## src/rtl/gpp_pkg.sv

```systemverilog
// Shared constants for the byte-wide general-purpose port block.
// Assumes one byte-wide CPU register port per port instance.
package gpp_pkg;

	// ----------------------------------------
	// Widths
	// ----------------------------------------
	localparam int GPP_DATA_W = 8;
	localparam int GPP_ADDR_W = 4;
	localparam int GPP_SYNC_STAGES = 2;

	// ----------------------------------------
	// Register offsets within one port
	// ----------------------------------------
	localparam logic [3:0] GPP_OFS_ALT_ENABLE = 4'h0;
	localparam logic [3:0] GPP_OFS_DIRECTION  = 4'h2;
	localparam logic [3:0] GPP_OFS_PIN_LEVEL  = 4'h4;
	localparam logic [3:0] GPP_OFS_OUT_LATCH  = 4'h6;
	localparam logic [3:0] GPP_OFS_PULLUP     = 4'h8;
	localparam logic [3:0] GPP_OFS_SLEW       = 4'hA;
	localparam logic [3:0] GPP_OFS_ALT_CHOICE = 4'hC;

	// ----------------------------------------
	// Reset values
	// ----------------------------------------
	localparam logic [7:0] GPP_RST_ALT_ENABLE = 8'h00;
	localparam logic [7:0] GPP_RST_DIRECTION  = 8'h00;
	localparam logic [7:0] GPP_RST_PULLUP     = 8'h00;
	localparam logic [7:0] GPP_RST_SLEW       = 8'h00;
	localparam logic [7:0] GPP_RST_ALT_CHOICE = 8'h00;
	localparam logic [7:0] GPP_RDATA_IDLE     = 8'h00;

	// Default masks of pins that have a first / second peripheral function
	localparam logic [7:0] GPP_DEF_ALT0_MASK  = 8'hFF;
	localparam logic [7:0] GPP_DEF_ALT1_MASK  = 8'hFF;

	// ----------------------------------------
	// Register selection
	// ----------------------------------------
	typedef enum {
		GPP_SEL_NONE,
		GPP_SEL_ALT_ENABLE,
		GPP_SEL_DIRECTION,
		GPP_SEL_PIN_LEVEL,
		GPP_SEL_OUT_LATCH,
		GPP_SEL_PULLUP,
		GPP_SEL_SLEW,
		GPP_SEL_ALT_CHOICE
	} gpp_sel_t;

	function automatic gpp_sel_t gpp_decode(input logic [3:0] addr);
		gpp_sel_t sel;
		sel = GPP_SEL_NONE;
		unique case (addr)
			GPP_OFS_ALT_ENABLE: sel = GPP_SEL_ALT_ENABLE;
			GPP_OFS_DIRECTION:  sel = GPP_SEL_DIRECTION;
			GPP_OFS_PIN_LEVEL:  sel = GPP_SEL_PIN_LEVEL;
			GPP_OFS_OUT_LATCH:  sel = GPP_SEL_OUT_LATCH;
			GPP_OFS_PULLUP:     sel = GPP_SEL_PULLUP;
			GPP_OFS_SLEW:       sel = GPP_SEL_SLEW;
			GPP_OFS_ALT_CHOICE: sel = GPP_SEL_ALT_CHOICE;
			default:            sel = GPP_SEL_NONE;
		endcase
		return sel;
	endfunction

endpackage

```

## src/rtl/gpp_port.sv

```systemverilog
// One byte-wide general-purpose I/O port: registers, pin control and
// peripheral routing. Assumes the pad ring resolves pad_out/pad_oe and
// returns the real pin level on pad_in; CPU accesses are single cycle.
`timescale 1ns/1ps

module gpp_port
	import gpp_pkg::*;
#(
	parameter logic [7:0] ALT0_MASK   = GPP_DEF_ALT0_MASK,
	parameter logic [7:0] ALT1_MASK   = GPP_DEF_ALT1_MASK,
	parameter int         SYNC_DEPTH  = GPP_SYNC_STAGES,
	parameter int         DATA_W      = GPP_DATA_W
)
(
	// Clock and reset
	input  wire logic                  mclk,
	input  wire logic                  arst_n,

	// CPU register port
	input  wire logic [GPP_ADDR_W-1:0] cpu_addr,
	input  wire logic                  cpu_wr,
	input  wire logic                  cpu_rd,
	input  wire logic [DATA_W-1:0]     cpu_wdata,
	output logic      [DATA_W-1:0]     cpu_rdata,
	output logic                       cpu_rvalid,

	// Pad controls
	input  wire logic [DATA_W-1:0]     pad_in,
	output logic      [DATA_W-1:0]     pad_out,
	output logic      [DATA_W-1:0]     pad_oe,
	output logic      [DATA_W-1:0]     pad_pullup,
	output logic      [DATA_W-1:0]     pad_fast,

	// First peripheral function
	input  wire logic [DATA_W-1:0]     periph_a_out,
	input  wire logic [DATA_W-1:0]     periph_a_oe,
	output logic      [DATA_W-1:0]     periph_a_in,

	// Second peripheral function
	input  wire logic [DATA_W-1:0]     periph_b_out,
	input  wire logic [DATA_W-1:0]     periph_b_oe,
	output logic      [DATA_W-1:0]     periph_b_in
);

	// ----------------------------------------
	// Elaboration checks
	// ----------------------------------------
	// The register map and pin routing are byte wide only
	if (DATA_W != GPP_DATA_W)
	begin : g_bad_width
		$error("gpp_port: DATA_W must be 8");
	end
	// Only a two-flop synchroniser is provided
	if (SYNC_DEPTH != GPP_SYNC_STAGES)
	begin : g_bad_sync
		$error("gpp_port: SYNC_DEPTH must be 2");
	end

	// ----------------------------------------
	// Declarations
	// ----------------------------------------
	logic [7:0] alt_function_enable;
	logic [7:0] alt_function_choice;
	logic [7:0] pin_direction;
	logic [7:0] pullup_enable;
	logic [7:0] slew_rate_select;
	logic [7:0] output_data_latch;
	logic [7:0] pin_level_input;

	gpp_sel_t   wr_sel;
	gpp_sel_t   rd_sel;
	logic       wr_hit;

	logic [7:0] next_pad_out;
	logic [7:0] next_pad_oe;
	logic [7:0] next_pad_pullup;
	logic [7:0] next_periph_a_in;
	logic [7:0] next_periph_b_in;
	logic [7:0] next_cpu_rdata;

	// ----------------------------------------
	// Address decode
	// ----------------------------------------
	// one byte register per offset
	assign wr_sel = gpp_decode(cpu_addr);
	assign rd_sel = gpp_decode(cpu_addr);
	assign wr_hit = cpu_wr && (wr_sel != GPP_SEL_NONE);

	// ----------------------------------------
	// Pin level input
	// ----------------------------------------
	// two-flop synchroniser on pins
	gpp_sync #(
		.WIDTH    (GPP_DATA_W)
	) u_sync (
		.mclk     (mclk),
		.arst_n   (arst_n),
		.signal_line_a_in (pad_in),
		.sync_out (pin_level_input)
	);

	// ----------------------------------------
	// Alternate function enable
	// ----------------------------------------
	// reset returns pins to GPIO
	always_ff @(posedge mclk or negedge arst_n)
	begin
		if (!arst_n)
		begin
			alt_function_enable <= GPP_RST_ALT_ENABLE;
		end
		else if (cpu_wr && wr_sel == GPP_SEL_ALT_ENABLE)
		begin
			alt_function_enable <= cpu_wdata;
		end
	end

	// ----------------------------------------
	// Alternate function choice
	// ----------------------------------------
	// bits without a second function are left as written
	always_ff @(posedge mclk or negedge arst_n)
	begin
		if (!arst_n)
		begin
			alt_function_choice <= GPP_RST_ALT_CHOICE;
		end
		else if (cpu_wr && wr_sel == GPP_SEL_ALT_CHOICE)
		begin
			alt_function_choice <= cpu_wdata;
		end
	end

	// ----------------------------------------
	// Direction
	// ----------------------------------------
	// reset makes all pins inputs
	always_ff @(posedge mclk or negedge arst_n)
	begin
		if (!arst_n)
		begin
			pin_direction <= GPP_RST_DIRECTION;
		end
		else if (cpu_wr && wr_sel == GPP_SEL_DIRECTION)
		begin
			pin_direction <= cpu_wdata;
		end
	end

	// ----------------------------------------
	// Weak pull-up enable
	// ----------------------------------------
	// pull-ups cleared by reset
	always_ff @(posedge mclk or negedge arst_n)
	begin
		if (!arst_n)
		begin
			pullup_enable <= GPP_RST_PULLUP;
		end
		else if (cpu_wr && wr_sel == GPP_SEL_PULLUP)
		begin
			pullup_enable <= cpu_wdata;
		end
	end

	// ----------------------------------------
	// Slew rate select
	// ----------------------------------------
	// reset leaves slow slew
	always_ff @(posedge mclk or negedge arst_n)
	begin
		if (!arst_n)
		begin
			slew_rate_select <= GPP_RST_SLEW;
		end
		else if (cpu_wr && wr_sel == GPP_SEL_SLEW)
		begin
			slew_rate_select <= cpu_wdata;
		end
	end

	// ----------------------------------------
	// Output data latch
	// ----------------------------------------
	// no reset term: value survives reset, unknown at power-up
	always_ff @(posedge mclk)
	begin
		if (cpu_wr && wr_sel == GPP_SEL_OUT_LATCH)
		begin
			output_data_latch <= cpu_wdata;
		end
	end

	// ----------------------------------------
	// Pin routing
	// ----------------------------------------
	// peripheral set per port chosen by masks
	gpp_altmux #(
		.ALT0_MASK  (ALT0_MASK),
		.ALT1_MASK  (ALT1_MASK)
	) u_altmux (
		.alt_enable (alt_function_enable),
		.alt_choice (alt_function_choice),
		.direction  (pin_direction),
		.out_latch  (output_data_latch),
		.pu_enable  (pullup_enable),
		.pa_out     (periph_a_out),
		.pa_oe      (periph_a_oe),
		.pb_out     (periph_b_out),
		.pb_oe      (periph_b_oe),
		.level      (pin_level_input),
		.pin_out    (next_pad_out),
		.pin_oe     (next_pad_oe),
		.pin_pullup (next_pad_pullup),
		.pa_in      (next_periph_a_in),
		.pb_in      (next_periph_b_in)
	);

	// ----------------------------------------
	// Pad output registers
	// ----------------------------------------
	// latch value onto enabled buffer
	// Latch is unknown until written, so it is gated by the enable
	// here; a floating pin must not carry X into the pad ring.
	always_ff @(posedge mclk or negedge arst_n)
	begin
		if (!arst_n)
		begin
			pad_out <= '0;
			pad_oe  <= '0;
		end
		else
		begin
			pad_out <= next_pad_out & next_pad_oe;
			pad_oe  <= next_pad_oe;
		end
	end

	always_ff @(posedge mclk or negedge arst_n)
	begin
		if (!arst_n)
		begin
			pad_pullup <= '0;
		end
		else
		begin
			pad_pullup <= next_pad_pullup;
		end
	end

	always_ff @(posedge mclk or negedge arst_n)
	begin
		if (!arst_n)
		begin
			pad_fast <= '0;
		end
		else
		begin
			pad_fast <= slew_rate_select;
		end
	end

	// ----------------------------------------
	// Peripheral input registers
	// ----------------------------------------
	// only the chosen peripheral sees the pin
	always_ff @(posedge mclk or negedge arst_n)
	begin
		if (!arst_n)
		begin
			periph_a_in <= '0;
			periph_b_in <= '0;
		end
		else
		begin
			periph_a_in <= next_periph_a_in;
			periph_b_in <= next_periph_b_in;
		end
	end

	// ----------------------------------------
	// Read data
	// ----------------------------------------
	always_comb
	begin
		next_cpu_rdata = GPP_RDATA_IDLE;
		unique case (rd_sel)
			GPP_SEL_ALT_ENABLE:
			begin
				next_cpu_rdata = alt_function_enable;
			end
			GPP_SEL_ALT_CHOICE:
			begin
				next_cpu_rdata = alt_function_choice;
			end
			GPP_SEL_DIRECTION:
			begin
				next_cpu_rdata = pin_direction;
			end
			GPP_SEL_PIN_LEVEL:
			begin
				next_cpu_rdata = pin_level_input;
			end
			// last written value, not the pin
			GPP_SEL_OUT_LATCH:
			begin
				next_cpu_rdata = output_data_latch;
			end
			GPP_SEL_PULLUP:
			begin
				next_cpu_rdata = pullup_enable;
			end
			GPP_SEL_SLEW:
			begin
				next_cpu_rdata = slew_rate_select;
			end
			GPP_SEL_NONE:
			begin
				next_cpu_rdata = GPP_RDATA_IDLE;
			end
		endcase
	end

	// One cycle read latency; data held until the next read
	always_ff @(posedge mclk or negedge arst_n)
	begin
		if (!arst_n)
		begin
			cpu_rdata  <= GPP_RDATA_IDLE;
			cpu_rvalid <= 1'b0;
		end
		else
		begin
			cpu_rvalid <= cpu_rd;
			if (cpu_rd)
			begin
				cpu_rdata <= next_cpu_rdata;
			end
		end
	end

	// ----------------------------------------
	// Write side notes
	// ----------------------------------------
	// writes to the level offset land nowhere
	// wr_hit is kept for readability of the decode only.
	logic unused_wr_hit;
	assign unused_wr_hit = wr_hit;

endmodule

```

## src/rtl/gpp_sync.sv

```systemverilog
// Two-flop synchroniser for a bus of independent pin levels.
// Assumes each bit is unrelated; no bus coherence is promised.
`timescale 1ns/1ps
module gpp_sync
	import gpp_pkg::*;
#(
	parameter int WIDTH = GPP_DATA_W
)
(
	// Clock and reset
	input  wire logic             mclk,
	input  wire logic             arst_n,
	// Levels
	input  wire logic [WIDTH-1:0] signal_line_a_in,
	output logic      [WIDTH-1:0] sync_out
);

	logic [WIDTH-1:0] stage1;

	// First stage feeds only the second stage
	always_ff @(posedge mclk or negedge arst_n)
	begin
		if (!arst_n)
		begin
			stage1   <= '0;
			sync_out <= '0;
		end
		else
		begin
			stage1   <= signal_line_a_in;
			sync_out <= stage1;
		end
	end

endmodule

```

## src/rtl/gpp_altmux.sv

```systemverilog
// Per-pin routing between general-purpose control and two peripherals.
// Purely combinational; the caller registers everything it drives out.
`timescale 1ns/1ps
module gpp_altmux
	import gpp_pkg::*;
#(
	parameter logic [7:0] ALT0_MASK = GPP_DEF_ALT0_MASK,
	parameter logic [7:0] ALT1_MASK = GPP_DEF_ALT1_MASK
)
(
	// Port configuration
	input  wire logic [7:0] alt_enable,
	input  wire logic [7:0] alt_choice,
	input  wire logic [7:0] direction,
	input  wire logic [7:0] out_latch,
	input  wire logic [7:0] pu_enable,
	// Peripheral drive
	input  wire logic [7:0] pa_out,
	input  wire logic [7:0] pa_oe,
	input  wire logic [7:0] pb_out,
	input  wire logic [7:0] pb_oe,
	// Pin level
	input  wire logic [7:0] level,
	// Results
	output logic      [7:0] pin_out,
	output logic      [7:0] pin_oe,
	output logic      [7:0] pin_pullup,
	output logic      [7:0] pa_in,
	output logic      [7:0] pb_in
);

	logic [7:0] use_a;
	logic [7:0] use_b;

	// choice only matters when enabled; reserved connects nothing
	assign use_a = alt_enable & ~alt_choice & ALT0_MASK;
	assign use_b = alt_enable & alt_choice & ALT1_MASK;

	// peripheral owns the pin in alternate mode
	assign pin_out = (~alt_enable & out_latch) | (use_a & pa_out) | (use_b & pb_out);
	assign pin_oe  = (~alt_enable & direction) | (use_a & pa_oe) | (use_b & pb_oe);

	// pull-up only in GPIO mode with buffer off
	assign pin_pullup = ~alt_enable & pu_enable & ~direction;

	// unselected peripheral sees a quiet low
	assign pa_in = use_a & level;
	assign pb_in = use_b & level;

endmodule

```

## config.mk

```make
export PLATFORM = sky130hd
export DESIGN_NAME = gpp_port
export DESIGN_NICKNAME = d
export VERILOG_FILES = /design/src/rtl/gpp_pkg.sv /design/src/rtl/gpp_port.sv /design/src/rtl/gpp_sync.sv /design/src/rtl/gpp_altmux.sv
export SDC_FILE = /design/constraint.sdc
export NUM_CORES = 1
export LEC_CHECK = 0
export BUFFER_PORTS_ARGS = -buffer_cell sky130_fd_sc_hd__buf_4
export CORE_ASPECT_RATIO = 1.75
export CORE_MARGIN = 1.5
export CORE_UTILIZATION = 50
export CTS_BUF_LIST = sky130_fd_sc_hd__clkbuf_8 sky130_fd_sc_hd__clkbuf_16
export DETAILED_ROUTE_END_ITERATION = 8
export HOLD_SLACK_MARGIN = 0.03
export PLACE_DENSITY = 0.75
export SETUP_SLACK_MARGIN = 0.02
export SLEW_MARGIN = 20
export SYNTH_ARGS = -nofsm -noshare
export SYNTH_HDL_FRONTEND = slang
export SYNTH_SLANG_ARGS = --single-unit
export TNS_END_PERCENT = 30
```

## constraint.sdc

```tcl
create_clock -name mclk -period 2.9 [get_ports mclk]
set_input_delay 0.435 -clock mclk [delete_from_list [all_inputs] [get_ports mclk]]
set_output_delay 0.435 -clock mclk [all_outputs]
set_load 0.02 [all_outputs]
```

**After elaboration in Yosys (flattened, before gate mapping)**

Cells that the tools add are included.

- Multiplexer cells: 2
- Divide/modulo/power cells: 0
- Equal/unequal tests: 19
- Order comparisons: 0
- $mul: 0
- Reduce and logical (&&, ||, !) cells: 8
- Bitwise operators: 20
- Add/sub/neg operators: 0
- Shift-type cells: 0

Operators by type and width:

| operator | number |
|---|---|
| 32-bit by 3-bit equality test with 1-bit output, second input constant | 5 |
| 32-bit by 4-bit equality test with 1-bit output, second input constant | 4 |
| 8-bit bitwise AND | 13 |
| 32-bit by 2-bit equality test with 1-bit output, second input constant | 3 |
| 8-bit one-hot mux with 8 select lines | 1 |
| 32-bit by 1-bit equality test with 1-bit output, second input constant | 1 |
| 32-bit zero test | 1 |
| 8-bit bitwise OR | 4 |
| 8-bit NOT | 3 |
| 3-bit one-hot mux with 7 select lines | 1 |
| 4-bit equality test, second input constant | 3 |
| 4-bit by 3-bit equality test with 1-bit output, second input constant | 2 |
| 1-bit logical AND | 6 |
| 4-bit by 2-bit equality test with 1-bit output, second input constant | 1 |
| 4-bit zero test | 1 |

- Output and inout port bits: 57
- Input bits: 56
- Latch bits: 0
- Register bits after elaboration: 121
- Memory bits (read-only): 0
- Memories kept: 0
- Bits in writable memories: 0

**Logic depth before layout (Yosys ltp)**

Gate-level depths: netlist of the first run.

- Depth in word-level cells: 6
- Mapped depth: 6
- Gate-level depth less buffers: 4

**Cells and area by module**

From an unflattened synthesis of the first run, not the netlist that was laid out.

- Cell total of the unflattened synthesis: 340
- Area total of the unflattened synthesis: 4684.5 sq um

By module, submodules not included:

| module | cells an instance | area each (sq um) | instances |
|---|---|---|---|
| gpp_port | 244 | 3813.7 | 1 |
| gpp_altmux | 80 | 470.5 | 1 |
| gpp_sync | 16 | 400.4 | 1 |

**Worst setup path before layout of the first run**

No wires, ideal clock.

- Path kind: in2reg
- Start point: input cpu_addr[0]
- End point: register alt_function_choice[0]
- Arrival: 1.551 ns
- Slack: 1.224 ns
- Library setup time: 0.125 ns
- Stages on the path: 5
- Path through: buf_6 > or3b_1 > buf_2 > nor2_8 > mux2_4

- Word-level cells in the longest chain between the ends: 4

RTL lines:

| item | line | source |
|---|---|---|
| start, declared | gpp_port.sv:20 | `input wire logic [GPP_ADDR_W-1:0] cpu_addr,` |
| 4-bit equality test (tied with other cells) | gpp_pkg.sv:54 | `unique case (addr)` |
| 3-bit one-hot mux with 7 select lines (*) | gpp_pkg.sv:54 |  |
| 32-bit by 4-bit equality test with 1-bit output (*) | gpp_port.sv:128 | `else if (cpu_wr && wr_sel == GPP_SEL_ALT_CHOICE)` |
| 1-bit logical AND (*) | gpp_port.sv:128 |  |
| end signal, assigned | gpp_port.sv:130 | `alt_function_choice <= cpu_wdata;` |
| end, declared | gpp_port.sv:63 | `logic [7:0] alt_function_choice;` |

Every way passes the cells marked *; elsewhere a longest branch is shown, timed or not.
A chain may end at the register's enable or synchronous reset.

**Worst setup path in the final report of the first run**

- Start point: input cpu_addr[2]
- End point: register output_data_latch[2], enable pin

- Word-level cells in the longest chain between the ends: 4

RTL lines:

| item | line | source |
|---|---|---|
| 4-bit equality test (tied with other cells) | gpp_pkg.sv:54 |  |
| 3-bit one-hot mux with 7 select lines (*) | gpp_pkg.sv:54 |  |
| 32-bit by 4-bit equality test with 1-bit output (*) | gpp_port.sv:188 | `if (cpu_wr && wr_sel == GPP_SEL_OUT_LATCH)` |
| 1-bit logical AND (*) | gpp_port.sv:188 |  |
| end signal, assigned | gpp_port.sv:190 | `output_data_latch <= cpu_wdata;` |
| end, declared | gpp_port.sv:67 | `logic [7:0] output_data_latch;` |

Marked as above.

==> results.md, run 1 <==
- CP startpoint kind: primary input
- CTS tree: yes
- Die area: 0.01020 mm²
- Clock Tree Buf Depth: 2
- Mapped Area: 0.004788 mm²
- Via count: 3258
- Post-DP HPWL: 7456 µm
- Seq cells post-synth: 121
- Yosys cell types: 38
- Worst hold path cell count: 1
- DR pass1 iterations: 4
- Starting density of the core: 50.89%
- Final Net Count: 527
- Postcts setup bufs: 0
- Pin count of the biggest net entering global routing: 57
- Routed wire length per instance: 18.05 µm
- Clk_skew: 0.005656 ns
- Ys Warns: 0
- Final setup violation count: 0
- Ports: 113
- Fin Setup TNS: 0 ns
- DR vias/cell: 5.394
- GRT Overall Usage: 22.97%
- Reg clk slew, reported paths: 0.05 ns
- PD cells: 804.3 mW/mm²
- Final worst path period need: 1.651 ns
- Max-cap violation count: 0
- Clk sink count: 121
- Max_slew headroom: 58.61%
- Slowest CP cell: nor2b_1
- Layout cells sized above 1: 37.34%
- Synth Flop Type: dfrtp_1
- Number of synthesized flops with an enable pin: 8
- Arrival @ worst endpoint: 1.71 ns
- Hold Buf Count CTS: 1
- Syn_nets: 405
- Clock latency on the worst-skew pair: 0.41 ns
- First-pass GRT wire length: 17400 µm
- Crit path max fanout: 21
- Die W: 76.98 µm
- Max Transition Viols Final: 0
- Max incr delay on CP: 0.53 ns
- Vias in the first global route: 3347
- Required @ worst endpoint: 2.96 ns
- GP Congestion: 0.7884
- Tightest Pin Transition: 0.6202 ns
- Unrepaired setup endpoints after global routing: false
- Hold Fails Final Rpt: 0
- GR Overflow Total: 0
- Largest cells by area after synthesis: dfrtp_1 (59%), mux2_2 (6.8%), mux2i_1 (6.1%), edfxtp_1 (5.0%), mux2_4 (2.5%)
- Worst r2r src: alt_function_choice[0]
- Design Power: 5.037 mW
- Final worst-path cycle share: 56.93%
- Worst-path cell chain: buf_4, nor2b_1, and3_1
- # rows: 47
- Final ANT Viol Nets: 0
- Final WL: 10900 µm
- CP top delay family: simple AND/OR/NAND/NOR gates
- Antenna cell count: 0
- Top-area cell type share of the netlist area: 59.05%
- Worst hold slack: 0.1309 ns
- Area growth syn-to-layout: 30.78%
- Syn Inst Count: 349
- Root buf cell: clkbuf_16
- Drt drc: 0
- Post-CTS sizing: 0
- Hold crit path type: in2reg
- Leak pwr: 3.097 nW
- Maximum clock frequency: 605.7 MHz
- Setup crit end kind: register
- Async S/R FF share, synth: 93.39%
- Sequential-to-total area share from yosys stat: 64.07%
- Initial antenna violation count: 0
- Die Y: 132.5 µm
- Min-Delay Startpoint: pad_in[0]
- Mapped Avg Cell Area: 13.72 µm²
- Status: complete, no violations
- CTS buffer count: 17
- Number of buffers and inverters on the critical path: 1
- R2R Path End: cpu_rdata[0]
- Worst VDD drop: 0.5311 mV
- Worst Setup Path Type: in2reg
- Register-to-Register Path Depth: 4
- # port buffers: 112
- Iter 0 DRT Violations: 123
- Hold endpoint: u_sync.stage1[0]
- Yosys top cell by area: dfrtp_1
- Core area: 0.009409 mm²
- R2R Setup Slk: 1.68 ns
- Depth of the CTS H-tree: 4
==> cells in the mapped netlist (all sizes together) (3+ instances only) <==
master / count
mux2: 37
o21ai: 12
nor2b: 6
edfxtp: 8
dfrtp: 113
o22ai: 6
a32o: 4
nand2: 22
and2: 7
and3: 9
nor3b: 4
a21oi: 16
a31oi: 5
clkbuf: 3
nand2b: 4
o211a: 8
o2bb2ai: 6
inv: 6
buf: 9
mux2i: 29
nor2: 20
==> how the worst max path moves through the flow <==
stage                            from                      to  cells after the start
after floorplan           cpu_addr[0]  alt_function_choice[0]                      5
after global placement    cpu_addr[3]    output_data_latch[3]                      3
after detailed placement  cpu_addr[3]    output_data_latch[6]                      3
after CTS                 cpu_addr[3]    output_data_latch[2]                      3
after global routing      cpu_addr[2]    output_data_latch[0]                      3
final                     cpu_addr[2]    output_data_latch[2]                      3
==> where the power goes <==
group	leakage, nW	total (mW)	internal (mW)	switching, mW
registers	1.48	2.23	2.00	0.231
clock network	0.285	1.82	1.15	0.667
logic	1.33	0.983	0.497	0.487
==> cell families (layout without fill, tap and decap cells) <==
family                 count (synthesis)  in the layout  synth area share [%]
DFF                                  121            121                 64.07
and+or+nand+nor                       80             80                 9.485
buffers and inverters                 19            152                 2.038
muxes                                 66             66                 15.39
AOI/OAI and AO/OA                     63             63                 9.015
==> metal layers <==
layer	vias to the layer above	part of all wire [%]	track usage [%]
met3	21	5.1	6.414
met4	0	2.1	10.81
met1	1619	39	26.97
li1	1508	-	-
met2	110	54	38.79
met5	-	0	0
==> stage by stage <==
| step | std cells | util, % | setup slack [ns] | cell area [µm²] |
|---|---|---|---|---|
| after floorplan | 349 | - | 1.224 | 4788 |
| after global placement | 573 | 60.98 | 0.9255 | 5738 |
| after detailed placement | 573 | 60.98 | 0.8587 | 5738 |
| after CTS | 604 | 66.56 | 1.290 | 6262 |
| after global routing | 604 | 66.56 | 1.188 | 6262 |
| final | 604 | 66.56 | 1.249 | 6262 |
==> cells in the final DEF, fill, tap and decap left out, types with 9 or more instances in the layout <==
cell type,synthesis,final
inv_1,6,14
and3_1,9,9
dfrtp_1,113,113
buf_4,1,113
nor2_1,18,18
o21ai_0,12,12
a21oi_1,16,16
mux2i_1,29,29
clkbuf_16,0,17
mux2_2,29,29
nand2_1,22,22
==> worst reg2reg max path: stages, from the launching register on <==
cell,delay (ns)
dfrtp_1,0.49
mux2i_1,0.13
a221oi_1,0.28
a31oi_1,0.10
o2bb2ai_1,0.16
==> area by class of cell <==
| type | instances | area, µm² |
|---|---|---|
| Fill cell | 736 | 3147 |
| Sequential cell | 121 | 3068 |
| Multi-Input combinational cell | 209 | 1623 |
| Timing Repair Buffer | 115 | 878.3 |
| Clock buffer | 18 | 439.2 |
| Tap cell | 122 | 152.6 |
| Clock inverter | 12 | 75.07 |
| Inverter | 7 | 26.28 |
Note: power is estimated with default switching activity, not from simulation.
==> run 2: changes to the inputs <==
ABC_AREA = 1   (was default)
clock period = 1.6 ns   (was 2.9 ns; I/O delays follow)
==> run 2 against run 1 <==
First-iteration DRC count rose to 2.8 times the previous value. Critical path depth decreased by 2. Critical path type is now reg2out. Largest power group unchanged. Clock power increased by 99%. Highest routed layer unchanged. Critical endpoint is now cpu_rdata[2]. Core utilization is 1.6 points higher. Clock-buffer cell count up 1. Combinational power grew 72%. Non-clock buffer count is 17 higher.
==> results.md, run 2 <==
- Status: complete, no violations
- Leading cell type in the layout, fill and taps excluded: buf_4
- Syn Inst Count: 524 (+50%)
- Design Power: 9.308 mW (+85%)
- Max incr delay on CP: 0.41 ns (-0.12 ns)
- Seq cells post-synth: 121 (unchanged)
- Drt drc: 0 (unchanged)
- Placed Instances: 752 (+31%)
- Commonest non-fill, non-tap cells in the layout: buf_4 (119), nand2_1 (118), dfrtp_1 (113), nand3_1 (70), inv_1 (67)
- Core area: 0.009789 mm² (+4.0%)
- Number of synthesized flops with an enable pin: 8 (unchanged)
- Arrival @ worst endpoint: 1.00 ns (-0.71 ns)
- Maximum clock frequency: 807.9 MHz
- Starting density of the core: 51.19% (+0.30 points)
- CP startpoint kind: register
- Unrepaired setup endpoints after global routing: false
- Postcts setup bufs: 0 (unchanged)
- Pin count of the biggest net entering global routing: 55 (-3.5%)
- Async S/R FF share, synth: 93.39% (unchanged)
- Final ANT Viol Nets: 0 (unchanged)
- Initial antenna violation count: 0 (unchanged)
- Count leader, synth: nand2_1
- Syn_nets: 580 (+43%)
- Required @ worst endpoint: 1.36 ns (-1.60 ns)
- CTS tree: yes
- Yosys top cell by area: dfrtp_1
- Layout cells sized above 1: 25.15% (-12 points)
- Max Transition Viols Final: 0 (unchanged)
- Fin Setup TNS: 0 ns (unchanged)
- Post-DP HPWL: 8827 µm (+18%)
- Slowest CP cell: dfrtp_1
- Yosys cell types: 23 (-39%)
- Ports: 113 (unchanged)
- Tightest Pin Transition: 0.4081 ns (-0.2121 ns)
- DR vias/cell: 5.230 (-3.1%)
- Largest cells by area after synthesis: dfrtp_1 (56%), nand2_1 (8.8%), nand3_1 (7.0%), edfxtp_1 (4.8%), inv_1 (4.7%)
- Fin util: 68.14% (+1.6 points)
- Final setup violation count: 0 (unchanged)
- Die W: 78.68 µm (+2.2%)
- Post-CTS sizing: 0 (unchanged)
- Antenna cell count: 0 (unchanged)
- Ys Warns: 0 (unchanged)
- Routed wire length per instance: 16.22 µm (-10%)
- Final Net Count: 712 (+35%)
- Top-area cell type share of the netlist area: 56.43% (-2.6 points)
- Hold crit path type: in2reg
- # port buffers: 112 (unchanged)
- Via count: 4147 (+27%)
- Clk_skew: 0.004715 ns (-0.0009406 ns)
- Reg clk slew, reported paths: 0.05 ns (about the same)
- Mapped Area: 0.005011 mm² (+4.7%)
- Die area: 0.01066 mm² (+4.5%)
- Max-cap violation count: 0 (unchanged)
- Number of buffers and inverters on the critical path: 1 (unchanged)
- Final worst path period need: 1.238 ns
- Mapped Avg Cell Area: 9.563 µm² (-30%)
- Worst VDD drop: 1.066 mV (+100%)
- CTS buffer count: 17 (unchanged)
- Sequential-to-total area share from yosys stat: 61.22% (-2.8 points)
- DR pass1 iterations: 6 (+2)
- Clock latency on the worst-skew pair: 0.42 ns (about the same)
- Final Non-Filler Cells: 793 (+31%)
- Worst Setup Path Type: reg2out
- Leak pwr: 3.502 nW (+13%)
- Final WL: 12860 µm (+18%)
- Depth of the CTS H-tree: 4 (unchanged)
- Clock Tree Buf Depth: 2 (unchanged)
- # rows: 48 (+2.1%)
- Setup crit end kind: output port
- Clk sink count: 121 (unchanged)
- Root buf cell: clkbuf_16
- GRT Overall Usage: 26.09% (+3.1 points)
- Final worst-path cycle share: 77.36%
- Synth Flop Type: dfrtp_1
- Iter 0 DRT Violations: 342 (+180%)
- Crit path max fanout: 2 (-90%)
- GR Overflow Total: 0 (unchanged)
- PD cells: 1395 mW/mm² (+73%)
- Worst-path cell chain: buf_4
- Hold Fails Final Rpt: 0 (unchanged)
- First-pass GRT wire length: 20510 µm (+18%)
- Die Y: 135.4 µm (+2.2%)
- Vias in the first global route: 4117 (+23%)
- CP top delay family: flip-flops
- Area growth syn-to-layout: 33.11%
- Most instantiated cells after synthesis: nand2_1 (118), dfrtp_1 (113), nand3_1 (70), inv_1 (63), o21ai_1 (39)
- GP Congestion: 0.8894 (+13%)
- Max_slew headroom: 72.76% (+14 points)
-- run 2: path summary, 6_finish.rpt --
| check | startpoint | endpoint | slack, ns | cells after the start |
|---|---|---|---|---|
| max in group asynchronous | arst_n | pad_out[4] | 0.71 | 3 |
| worst min-delay path | cpu_wdata[1] | output_data_latch[1] | 0.03 | 1 |
| worst max register to register | alt_function_enable[6] | pad_out[6] | 0.44 | 6 |
| min in group asynchronous | arst_n | pad_out[5] | 0.28 | 2 |
| worst max-delay path | cpu_rdata[2] | cpu_rdata[2] | 0.36 | 1 |
| worst min register to register | u_sync.stage1[4] | u_sync.sync_out[4] | 0.35 | 0 |
-- run 2: through the flow --
stage / setup slack (ns) / hold WS (ns) / instance area (µm²)
floorplan: 0.2686 / -0.05559 / 5011
global placement: 0.2023 / 0.1722 / 6006
detailed placement: 0.1607 / 0.1768 / 6006
CTS: 0.3684 / 0.03010 / 6670
global route: 0.3552 / 0.03070 / 6670
finish: 0.3622 / 0.03410 / 6670
-- run 2: logic make-up after synthesis --
| kind of cell | after synthesis | synth area share [%] |
|---|---|---|
| and+or+nand+nor | 252 | 23.80 |
| DFF | 121 | 61.22 |
| buffers and inverters | 87 | 7.391 |
| AOI/OAI and AO/OA | 64 | 7.591 |
-- run 2: layer usage --
| layer | GRT usage [%] | part of all wire, % | up-vias | routed length [µm] |
|---|---|---|---|---|
| li1 | - | - | 1951 | - |
| met3 | 6.330 | 5.6 | 35 | 725 |
| met1 | 29.78 | 37 | 1990 | 4708 |
| met2 | 45.16 | 54 | 171 | 6998 |
| met5 | 0 | 0 | - | 0 |
| met4 | 12.80 | 3.3 | 0 | 428 |
-- run 2: area by class of cell --
| cell class | instances | area [µm²] |
|---|---|---|
| clock buffers | 19 | 452.9 |
| flip-flops and latches | 121 | 3068 |
| inverters | 68 | 255.2 |
| multi-input cells | 316 | 1573 |
| repair buffers | 132 | 1054 |
| well taps | 125 | 156.4 |
| fillers | 756 | 3119 |
| clock inverters | 12 | 111.4 |
-- run 2: what timing repair did --
action                                 CTS  global route
hold buffers                            10             0
setup endpoints to repair                0             0
endpoints found under the hold margin   33             0
-- run 2: power breakdown --
| part | internal [mW] | leakage [nW] | switching (mW) |
|---|---|---|---|
| clock | 2.33 | 0.293 | 1.29 |
| combinational | 0.721 | 1.72 | 0.967 |
| sequential | 3.58 | 1.49 | 0.416 |
